File: src/vic_regs.vh
/*
  Register map, field positions, reset values and vector layout of the
  vectored interrupt controller.
  Assumes a 32-bit AXI4-Lite register bus with byte addresses.
*/
`ifndef VIC_REGS_VH
`define VIC_REGS_VH

// ----------------------------------------------------------------
// register byte offsets
// ----------------------------------------------------------------
`define VIC_OFS_ENABLE   8'h00
`define VIC_OFS_FLAGS    8'h04
`define VIC_OFS_SRC_FLAG 8'h08
`define VIC_OFS_SRC_EN   8'h0C
`define VIC_OFS_PIN_CFG  8'h10
`define VIC_OFS_STATUS   8'h14

// ----------------------------------------------------------------
// reset values
// ----------------------------------------------------------------
`define VIC_RST_ENABLE   12'h000
`define VIC_RST_FLAGS    11'h000
`define VIC_RST_SRC      16'h0000
`define VIC_RST_PIN_CFG  16'h0000

// ----------------------------------------------------------------
// field positions
// ----------------------------------------------------------------
`define VIC_GIE_BIT      0
`define VIC_EN_LSB       1
`define VIC_IDX_EXT0     0
`define VIC_IDX_CMP      4
`define VIC_IDX_CONV     5
`define VIC_IDX_GRP0     6
`define VIC_CFG_FSEL_LSB 8
`define VIC_CFG_DIR_LSB  12
`define VIC_SRC_LOW_SUP  14
`define VIC_SRC_NVM      15

// ----------------------------------------------------------------
// edge select codes, two bits per pin
// ----------------------------------------------------------------
`define VIC_EDGE_OFF     2'h0
`define VIC_EDGE_RISE    2'h1
`define VIC_EDGE_FALL    2'h2
`define VIC_EDGE_BOTH    2'h3

// ----------------------------------------------------------------
// grouped source membership
// ----------------------------------------------------------------
`define VIC_GRP0_MASK    16'h000F
`define VIC_GRP1_MASK    16'h00F0
`define VIC_GRP2_MASK    16'h0300
`define VIC_GRP3_MASK    16'hC000
`define VIC_GRP4_MASK    16'h3C00

// ----------------------------------------------------------------
// vector addresses: base plus step per index, ascending with index
// ----------------------------------------------------------------
`define VIC_VEC_BASE     12'h004
`define VIC_VEC_STEP     12'h004

// ----------------------------------------------------------------
// bus responses
// ----------------------------------------------------------------
`define VIC_RESP_OKAY    2'h0
`define VIC_RESP_SLVERR  2'h2

`endif

File: src/vic_top.v
/*
  Vectored interrupt controller: request flags, enables, pin edge
  detection, fixed priority selection, vector request to the core,
  automatic flag clearing on service and low-power wake-up.
  Assumes the core pulses IRQ_ACK for one cycle when it takes the
  presented vector, pushes its own PC and reports a full stack level.
*/
// The AXI4-Lite interface to the registers and the register offsets were left to the implementer.
`timescale 1ns/1ns
`include "vic_regs.vh"

module vic_top #(
  parameter NPIN = 4,
  parameter NSTD = 3,
  parameter NPER = 4
) (
  // clock and reset
  input wire CLOCK,
  input wire RESET_N,
  // axi4-lite slave
  input wire [7:0] S_AXI_AWADDR,
  input wire S_AXI_AWVALID,
  output wire S_AXI_AWREADY,
  input wire [31:0] S_AXI_WDATA,
  input wire [3:0] S_AXI_WSTRB,
  input wire S_AXI_WVALID,
  output wire S_AXI_WREADY,
  output reg [1:0] S_AXI_BRESP,
  output reg S_AXI_BVALID,
  input wire S_AXI_BREADY,
  input wire [7:0] S_AXI_ARADDR,
  input wire S_AXI_ARVALID,
  output wire S_AXI_ARREADY,
  output reg [31:0] S_AXI_RDATA,
  output reg [1:0] S_AXI_RRESP,
  output reg S_AXI_RVALID,
  input wire S_AXI_RREADY,
  // event sources
  input wire [NPIN-1:0] EXT_IRQ_PINS,
  input wire CMP_OUT,
  input wire CONV_DONE,
  input wire LOW_SUPPLY_DETECT,
  input wire NVM_WRITE_DONE,
  input wire [NSTD-1:0] STD_TIMER_PERIOD_MATCH,
  input wire [NSTD-1:0] STD_TIMER_CMPA_MATCH,
  input wire [NPER-1:0] PER_TIMER_PERIOD_MATCH,
  input wire [NPER-1:0] PER_TIMER_CMPA_MATCH,
  // processor core
  input wire STACK_FULL,
  input wire IRQ_ACK,
  output reg IRQ_REQ,
  output reg [11:0] IRQ_VECTOR,
  output reg WAKE
);

  localparam NGRP = 5;
  localparam NIRQ = 11;
  localparam NSRC = 16;

  // ----------------------------------------------------------------
  // state
  // ----------------------------------------------------------------
  reg global_irq_enable;
  reg [NIRQ-1:0] irq_enable;
  reg [NIRQ-1:0] irq_flag;
  reg [NSRC-1:0] src_flag;
  reg [NSRC-1:0] src_enable;
  reg [15:0] pin_cfg;
  reg [NSRC-1:0] src_prev;
  reg [NIRQ-1:0] flag_prev;
  reg [3:0] sel_idx;
  reg [NPIN-1:0] pin_s1;
  reg [NPIN-1:0] pin_s2;
  reg [NPIN-1:0] pin_s3;
  reg cmp_s1;
  reg cmp_s2;
  reg cmp_s3;
  reg lvd_s1;
  reg lvd_s2;
  reg lvd_s3;
  reg aw_held;
  reg w_held;
  reg [7:0] aw_addr;
  reg [31:0] w_data;
  reg [3:0] w_strb;

  // ----------------------------------------------------------------
  // input synchronisers
  // ----------------------------------------------------------------
  // two stages for async levels, a third for edge history
  always @(posedge CLOCK) begin
    if (!RESET_N) begin
      pin_s1 <= {NPIN{1'b0}};
      pin_s2 <= {NPIN{1'b0}};
      pin_s3 <= {NPIN{1'b0}};
      cmp_s1 <= 1'b0;
      cmp_s2 <= 1'b0;
      cmp_s3 <= 1'b0;
      lvd_s1 <= 1'b0;
      lvd_s2 <= 1'b0;
      lvd_s3 <= 1'b0;
    end else begin
      pin_s1 <= EXT_IRQ_PINS;
      pin_s2 <= pin_s1;
      pin_s3 <= pin_s2;
      cmp_s1 <= CMP_OUT;
      cmp_s2 <= cmp_s1;
      cmp_s3 <= cmp_s2;
      lvd_s1 <= LOW_SUPPLY_DETECT;
      lvd_s2 <= lvd_s1;
      lvd_s3 <= lvd_s2;
    end
  end

  // ----------------------------------------------------------------
  // hardware set events
  // ----------------------------------------------------------------
  reg [NIRQ-1:0] hw_set;
  reg [NSRC-1:0] src_set;
  reg [NGRP-1:0] grp_set;
  reg [NSRC-1:0] src_rise;
  reg [1:0] edge_mode;
  reg pin_live;
  integer i;

  // group membership lookup
  function [NSRC-1:0] grp_mask;
    input integer g;
    begin
      case (g)
        0: grp_mask = `VIC_GRP0_MASK;
        1: grp_mask = `VIC_GRP1_MASK;
        2: grp_mask = `VIC_GRP2_MASK;
        3: grp_mask = `VIC_GRP3_MASK;
        default: grp_mask = `VIC_GRP4_MASK;
      endcase
    end
  endfunction

  // edge detection and source events
  always @* begin
    hw_set = {NIRQ{1'b0}};
    src_set = {NSRC{1'b0}};
    grp_set = {NGRP{1'b0}};
    edge_mode = `VIC_EDGE_OFF;
    pin_live = 1'b0;
    for (i = 0; i < NPIN; i = i + 1) begin
      edge_mode = pin_cfg[2*i +: 2];
      pin_live = irq_enable[`VIC_IDX_EXT0 + i] & pin_cfg[`VIC_CFG_FSEL_LSB + i]
               & pin_cfg[`VIC_CFG_DIR_LSB + i];
      case (edge_mode)
        `VIC_EDGE_RISE: hw_set[i] = pin_live & pin_s2[i] & ~pin_s3[i];
        `VIC_EDGE_FALL: hw_set[i] = pin_live & ~pin_s2[i] & pin_s3[i];
        `VIC_EDGE_BOTH: hw_set[i] = pin_live & (pin_s2[i] ^ pin_s3[i]);
        default: hw_set[i] = 1'b0;
      endcase
    end
    hw_set[`VIC_IDX_CMP] = cmp_s2 ^ cmp_s3;
    hw_set[`VIC_IDX_CONV] = CONV_DONE;
    // timer k: bit 2k period, bit 2k+1 compare-A
    src_set[0] = STD_TIMER_PERIOD_MATCH[0];
    src_set[1] = STD_TIMER_CMPA_MATCH[0];
    src_set[2] = PER_TIMER_PERIOD_MATCH[0];
    src_set[3] = PER_TIMER_CMPA_MATCH[0];
    src_set[4] = STD_TIMER_PERIOD_MATCH[1];
    src_set[5] = STD_TIMER_CMPA_MATCH[1];
    src_set[6] = PER_TIMER_PERIOD_MATCH[1];
    src_set[7] = PER_TIMER_CMPA_MATCH[1];
    src_set[8] = PER_TIMER_PERIOD_MATCH[2];
    src_set[9] = PER_TIMER_CMPA_MATCH[2];
    src_set[10] = STD_TIMER_PERIOD_MATCH[2];
    src_set[11] = STD_TIMER_CMPA_MATCH[2];
    src_set[12] = PER_TIMER_PERIOD_MATCH[3];
    src_set[13] = PER_TIMER_CMPA_MATCH[3];
    src_set[`VIC_SRC_LOW_SUP] = lvd_s2 & ~lvd_s3;
    src_set[`VIC_SRC_NVM] = NVM_WRITE_DONE;
    src_rise = src_flag & ~src_prev;
    for (i = 0; i < NGRP; i = i + 1) begin
      grp_set[i] = |(src_rise & grp_mask(i));
    end
    hw_set[NIRQ-1:`VIC_IDX_GRP0] = grp_set;
  end

  // ----------------------------------------------------------------
  // pending requests and priority
  // ----------------------------------------------------------------
  reg [NIRQ-1:0] pend;
  reg any_pend;
  reg [3:0] next_idx;
  reg next_req;
  integer k;

  // lowest index wins, which is also the lowest vector
  always @* begin
    pend = irq_flag & irq_enable;
    for (k = 0; k < NGRP; k = k + 1) begin
      pend[`VIC_IDX_GRP0 + k] = pend[`VIC_IDX_GRP0 + k]
                              & |(src_flag & src_enable & grp_mask(k));
    end
    any_pend = |pend;
    next_idx = 4'h0;
    for (k = NIRQ - 1; k >= 0; k = k - 1) begin
      if (pend[k]) begin
        next_idx = k[3:0];
      end
    end
    // global enable, free stack, not in the taking cycle
    next_req = global_irq_enable & ~STACK_FULL & any_pend & ~IRQ_ACK;
  end

  // ----------------------------------------------------------------
  // axi4-lite write path
  // ----------------------------------------------------------------
  wire wr_fire;
  wire [31:0] wmask;

  assign S_AXI_AWREADY = ~aw_held & ~S_AXI_BVALID;
  assign S_AXI_WREADY = ~w_held & ~S_AXI_BVALID;
  assign wr_fire = aw_held & w_held & ~S_AXI_BVALID;
  assign wmask = {{8{w_strb[3]}}, {8{w_strb[2]}}, {8{w_strb[1]}}, {8{w_strb[0]}}};

  wire wr_en = wr_fire & (aw_addr == `VIC_OFS_ENABLE);
  wire wr_flg = wr_fire & (aw_addr == `VIC_OFS_FLAGS);
  wire wr_sfl = wr_fire & (aw_addr == `VIC_OFS_SRC_FLAG);
  wire wr_sen = wr_fire & (aw_addr == `VIC_OFS_SRC_EN);
  wire wr_cfg = wr_fire & (aw_addr == `VIC_OFS_PIN_CFG);
  wire wr_ok = wr_en | wr_flg | wr_sfl | wr_sen | wr_cfg
             | (wr_fire & (aw_addr == `VIC_OFS_STATUS));

  // address and data held independently, response after both
  always @(posedge CLOCK) begin
    if (!RESET_N) begin
      aw_held <= 1'b0;
      w_held <= 1'b0;
      aw_addr <= 8'h00;
      w_data <= 32'h00000000;
      w_strb <= 4'h0;
      S_AXI_BVALID <= 1'b0;
      S_AXI_BRESP <= `VIC_RESP_OKAY;
    end else begin
      if (S_AXI_AWVALID && S_AXI_AWREADY) begin
        aw_held <= 1'b1;
        aw_addr <= {S_AXI_AWADDR[7:2], 2'b00};
      end
      if (S_AXI_WVALID && S_AXI_WREADY) begin
        w_held <= 1'b1;
        w_data <= S_AXI_WDATA;
        w_strb <= S_AXI_WSTRB;
      end
      if (wr_fire) begin
        aw_held <= 1'b0;
        w_held <= 1'b0;
        S_AXI_BVALID <= 1'b1;
        S_AXI_BRESP <= wr_ok ? `VIC_RESP_OKAY : `VIC_RESP_SLVERR;
      end else if (S_AXI_BREADY) begin
        S_AXI_BVALID <= 1'b0;
      end
    end
  end

  // ----------------------------------------------------------------
  // flags, enables and configuration
  // ----------------------------------------------------------------
  wire [31:0] en_word = {20'h0, irq_enable, global_irq_enable};
  wire [31:0] en_new = (en_word & ~wmask) | (w_data & wmask);
  wire [31:0] flg_word = {21'h0, irq_flag};
  wire [31:0] flg_new = (flg_word & ~wmask) | (w_data & wmask);
  wire [31:0] sfl_word = {16'h0, src_flag};
  wire [31:0] sfl_new = (sfl_word & ~wmask) | (w_data & wmask);
  wire [31:0] sen_word = {16'h0, src_enable};
  wire [31:0] sen_new = (sen_word & ~wmask) | (w_data & wmask);
  wire [31:0] cfg_word = {16'h0, pin_cfg};
  wire [31:0] cfg_new = (cfg_word & ~wmask) | (w_data & wmask);
  wire [NIRQ-1:0] ack_clr = IRQ_ACK ? ({{(NIRQ-1){1'b0}}, 1'b1} << sel_idx) : {NIRQ{1'b0}};
  wire [NIRQ-1:0] flg_bwr = wr_flg ? wmask[NIRQ-1:0] : {NIRQ{1'b0}};
  wire [NSRC-1:0] sfl_bwr = wr_sfl ? wmask[NSRC-1:0] : {NSRC{1'b0}};

  // software write first, then hardware set, then service clear
  always @(posedge CLOCK) begin
    if (!RESET_N) begin
      {irq_enable, global_irq_enable} <= `VIC_RST_ENABLE;
      irq_flag <= `VIC_RST_FLAGS;
      src_flag <= `VIC_RST_SRC;
      src_enable <= `VIC_RST_SRC;
      pin_cfg <= `VIC_RST_PIN_CFG;
      src_prev <= `VIC_RST_SRC;
      flag_prev <= `VIC_RST_FLAGS;
    end else begin
      if (wr_en) begin
        {irq_enable, global_irq_enable} <= en_new[NIRQ:0];
      end else if (IRQ_ACK) begin
        global_irq_enable <= 1'b0;
      end
      // held until serviced or cleared
      irq_flag <= (flg_new[NIRQ-1:0] & flg_bwr)
                | (~flg_bwr & (hw_set | (irq_flag & ~ack_clr)));
      src_flag <= (sfl_new[NSRC-1:0] & sfl_bwr) | (~sfl_bwr & (src_set | src_flag));
      if (wr_sen) begin
        src_enable <= sen_new[NSRC-1:0];
      end
      if (wr_cfg) begin
        pin_cfg <= cfg_new[15:0];
      end
      src_prev <= src_flag;
      flag_prev <= irq_flag;
    end
  end

  // ----------------------------------------------------------------
  // core request, vector and wake-up
  // ----------------------------------------------------------------
  // vector and index reloaded from the current winner on every cycle the request stands
  always @(posedge CLOCK) begin
    if (!RESET_N) begin
      IRQ_REQ <= 1'b0;
      IRQ_VECTOR <= `VIC_VEC_BASE;
      sel_idx <= 4'h0;
      WAKE <= 1'b0;
    end else begin
      IRQ_REQ <= next_req;
      if (next_req) begin
        sel_idx <= next_idx;
        IRQ_VECTOR <= `VIC_VEC_BASE + `VIC_VEC_STEP * {8'h00, next_idx};
      end
      // any rising flag, enables ignored
      WAKE <= |(irq_flag & ~flag_prev) | |(src_flag & ~src_prev);
    end
  end

  // ----------------------------------------------------------------
  // axi4-lite read path
  // ----------------------------------------------------------------
  reg [31:0] rd_word;
  reg rd_hit;

  // read mux
  always @* begin
    rd_hit = 1'b1;
    case ({S_AXI_ARADDR[7:2], 2'b00})
      `VIC_OFS_ENABLE: rd_word = en_word;
      `VIC_OFS_FLAGS: rd_word = flg_word;
      `VIC_OFS_SRC_FLAG: rd_word = sfl_word;
      `VIC_OFS_SRC_EN: rd_word = sen_word;
      `VIC_OFS_PIN_CFG: rd_word = cfg_word;
      `VIC_OFS_STATUS: rd_word = {4'h0, IRQ_VECTOR, 8'h00, sel_idx, 1'b0, WAKE, STACK_FULL, IRQ_REQ};
      default: begin
        rd_word = 32'h00000000;
        rd_hit = 1'b0;
      end
    endcase
  end

  assign S_AXI_ARREADY = ~S_AXI_RVALID;

  // one read outstanding, answer registered
  always @(posedge CLOCK) begin
    if (!RESET_N) begin
      S_AXI_RVALID <= 1'b0;
      S_AXI_RDATA <= 32'h00000000;
      S_AXI_RRESP <= `VIC_RESP_OKAY;
    end else if (S_AXI_ARVALID && S_AXI_ARREADY) begin
      S_AXI_RVALID <= 1'b1;
      S_AXI_RDATA <= rd_word;
      S_AXI_RRESP <= rd_hit ? `VIC_RESP_OKAY : `VIC_RESP_SLVERR;
    end else if (S_AXI_RREADY) begin
      S_AXI_RVALID <= 1'b0;
    end
  end

endmodule

File: config.mk
export PLATFORM = sky130hd
export DESIGN_NAME = vic_top
export DESIGN_NICKNAME = d
export VERILOG_FILES = /design/src/vic_top.v
export VERILOG_INCLUDE_DIRS = /design/src
export SDC_FILE = /design/constraint.sdc
export NUM_CORES = 1
export LEC_CHECK = 0
export BUFFER_PORTS_ARGS = -buffer_cell sky130_fd_sc_hd__buf_2
export CORE_ASPECT_RATIO = 0.8
export CORE_MARGIN = 2
export CORE_UTILIZATION = 50
export CTS_CLUSTER_SIZE = 25
export DETAILED_ROUTE_END_ITERATION = 7
export PLACE_DENSITY = 0.88
export SETUP_SLACK_MARGIN = 0.1
export SYNTH_ARGS = -nofsm -noshare
export SYNTH_HDL_FRONTEND = slang
export SYNTH_SLANG_ARGS = --single-unit
export TNS_END_PERCENT = 1
File: constraint.sdc
create_clock -name CLOCK -period 1.7 [get_ports CLOCK]
set_input_delay 0.085 -clock CLOCK [delete_from_list [all_inputs] [get_ports CLOCK]]
set_output_delay 0.085 -clock CLOCK [all_outputs]
set_load 0.1 [all_outputs]
==> results.yml <==
outcome:
  outcome: "complete, but fails checks"
  violations: "design-rule violations, negative setup slack"
synthesis:
  ys_warn_count: 0
  synth_edf_count: 0
  avgSynthCellArea_sq_um: 8.95
  synth_top_area_share_pct: 48.7
  synth-seq-area-share_pct: 48.7
  yosysMostFrequentCell: "dfxtp_1"
  synthDistinctLibCells: 63
  synth_seq_cells: 178
  ys.flop_type: "dfxtp_1"
  netlist_area_sq_mm: 0.00732
  ys_top_cells_by_area: "dfxtp_1, nor2_1, mux2i_1"
  yosysTopAreaCell: "dfxtp_1"
  synthArstFlopShare_pct: 0
  synthTopCellsByCount: "dfxtp_1, nor2_1, nand2_1, a21oi_1, mux2i_1"
  synthCells: 818
pwr:
  leakagePower_nw: 4.08
  p_per_area_mw_per_mm2: 960
  peakVddDrop_uv: 776
  finalPower_w: 0.00959
cells_and_area:
  regArea_sq_mm: 0.00358
  fillers: 997
  fin_util_pct: 69.9
  area_delta_synth_final_pct: 36.5
  multi_input_area_sq_mm: 0.00358
  layout.nets: 1128
  drive_gt1_share_pct: 29.3
  n_antenna_cell: 0
  final_cells: 1241
clock_network:
  clkLatencyLatePin_ns: 0.45
  cts_tree: "done"
  cts_inserted_buffers: 17
  cts-root-buf: "clkbuf_16"
  htreeDepth: 4
  clk_pin_slew_ns: 0.07
  cts_sinks: 178
  cts_buffer_depth: 2
sta:
  rsz0062_at_grt: "yes"
  period_needed_ns: 1.82
  max_freq_ghz: 0.548
  hold_viol_final: 0
  fin_ws_ns: -0.124
  relSlewSlack_pct: 51.2
  post-route-period-util_pct: 107
  slew_violations: 0
  tightest_slew_ns: 0.729
  setup_viol: 22
  clock_skew_ns: 0.0103
floorplan:
  chipHeight_um: 112
  die_w_um: 139
  core.rowCount: 39
  num_io_pins: 138
  die_area_sq_mm: 0.0156
  start_util_pct: 51.2
  core-area_sq_mm: 0.0143
placement:
  placedCellCount: 1163
  dpl.hpwl_um: 15200
  routabilityCongestion: 1.06
  port_buffers: 95
worst_hold_path:
  hold_class: "in -> reg"
  holdCritStartpoint: "PER_TIMER_CMPA_MATCH[2]"
  hold_depth: 3
global_route:
  grt_max_degree: 62
  grt_overflow: 0
  grt_pass1_wl_um: 36300
  grt_use_total_pct: 29.5
  first_global_vias: 7076
  antenna_found_initial: 0
drt:
  via_per_inst: 5.87
  wl_per_cell_um: 18.7
  wl_um: 23200
  remaining_drc_errors: 17
  first_pass_iters: 8
  num_vias: 7289
  drt_iter0_drc: 920
  ant_nets: 0
worst_setup_path:
  critPathRequiredTime_ns: 2.08
  reg2reg_slack_ns: -0.12
  worstPathMaxFanout: 2
  end_kind: "register"
  start_kind: "register"
  cp.arrival_ns: 2.20
  r2r_cells: 7
  criticalPathCategory: "reg -> reg"
  r2r_end: "IRQ_VECTOR[3]$_SDFFE_PN0P_"
flow_run:
  drv_cap: 0
-- layer usage --
layer	vias up	track usage, %	routed length, um
met4	2	13.1	928
met1	3423	38.6	9200
met3	93	9.34	2770
met5	-	1.86	35
li1	3320	-	-
met2	451	44.9	10300
-- what timing repair did --
item	CTS	global route
endpoints found under the hold margin	45	0
resized for setup	25	38
cloned	0	0
endpoints found under the setup margin	56	77
pin swaps	12	13
hold buffers	46	0
buffers inserted	0	0
-- metrics by stage --
step / TNS (ns) / hold slack [ns] / setup slack (ns) / cell area [sq um]
after global placement: -0.564 / 0.270 / -0.180 / 8700
final: -1.11 / 0.0295 / -0.124 / 9990
after floorplan: -3.99 / 0.174 / -0.131 / 7440
after CTS: -0.346 / 0.00933 / -0.0698 / 9840
after global routing: -3.37 / 0.0293 / -0.204 / 9990
after detailed placement: -1.09 / 0.268 / -0.240 / 8700
-- cell usage in the layout (no fill, tap or decap), drive strengths merged, types with 6 or more instances in the layout --
cell type / n
a211oi: 19
a21oi: 54
a221oi: 10
a222oi: 16
a22oi: 16
a311oi: 10
a31oi: 9
and2: 36
buf: 204
clkbuf: 17
conb: 20
dfxtp: 178
dlygate4sd3: 46
inv: 44
mux2i: 37
nand2: 89
nand2b: 7
nand3: 24
nand3b: 6
nand4: 6
nor2: 105
nor3: 6
o21ai: 31
o22ai: 7
o31ai: 6
-- worst max path at each step --
stage / startpoint / to / slack [ns] / depth (start not counted)
2_1_floorplan: S_AXI_RVALID$_SDFFE_PN0P_ / S_AXI_RRESP[1]$_SDFFE_PN0P_ / -0.13 / 6
3_3_place_gp: register / IRQ_VECTOR[3]$_SDFFE_PN0P_ / -0.18 / 7
3_5_place_dp: register / IRQ_VECTOR[4]$_SDFFE_PN0P_ / -0.24 / 7
4_1_cts: register / IRQ_VECTOR[4]$_SDFFE_PN0P_ / -0.07 / 8
5_1_grt: register / IRQ_VECTOR[4]$_SDFFE_PN0P_ / -0.20 / 6
6_report: register / IRQ_VECTOR[3]$_SDFFE_PN0P_ / -0.12 / 7
-- final cells by class --
cell class	instances	area share [%]
Clock buffer	17	4.26
Clock inverter	15	1.58
Inverter	35	1.36
Multi-Input combinational cell	562	35.8
Sequential cell	178	35.8
Tap cell	184	2.30
Timing Repair Buffer	250	18.9
-- critical path: stages, from the launching register on --
cell and delay, ns:
dfxtp_2 0.32, a22o_1 0.25, o211a_1 0.29, a211oi_1 0.31, o21ai_2 0.12, ha_4 0.27, o21ai_0 0.07, a21oi_1 0.14
-- power breakdown --
part / switching [W] / internal, W / total [W]
logic: 0.000813 / 0.000399 / 0.00121
clock network: 0.00183 / 0.00209 / 0.00392
registers: 0.000141 / 0.00432 / 0.00446
-- cell families after synthesis --
group                      Yosys count  share of synthesized area [%]
AOI/OAI and AO/OA                  202                           19.5
xor gates and xnor gates             2                          0.239
adders and majority gates            1                          0.171
buffers and inverters               97                           6.48
DFF                                178                           48.7
muxes                               37                           5.06
other                                1                         0.0512
and+or+nand+nor                    300                           19.8
Power figures use the tool's default switching activity.
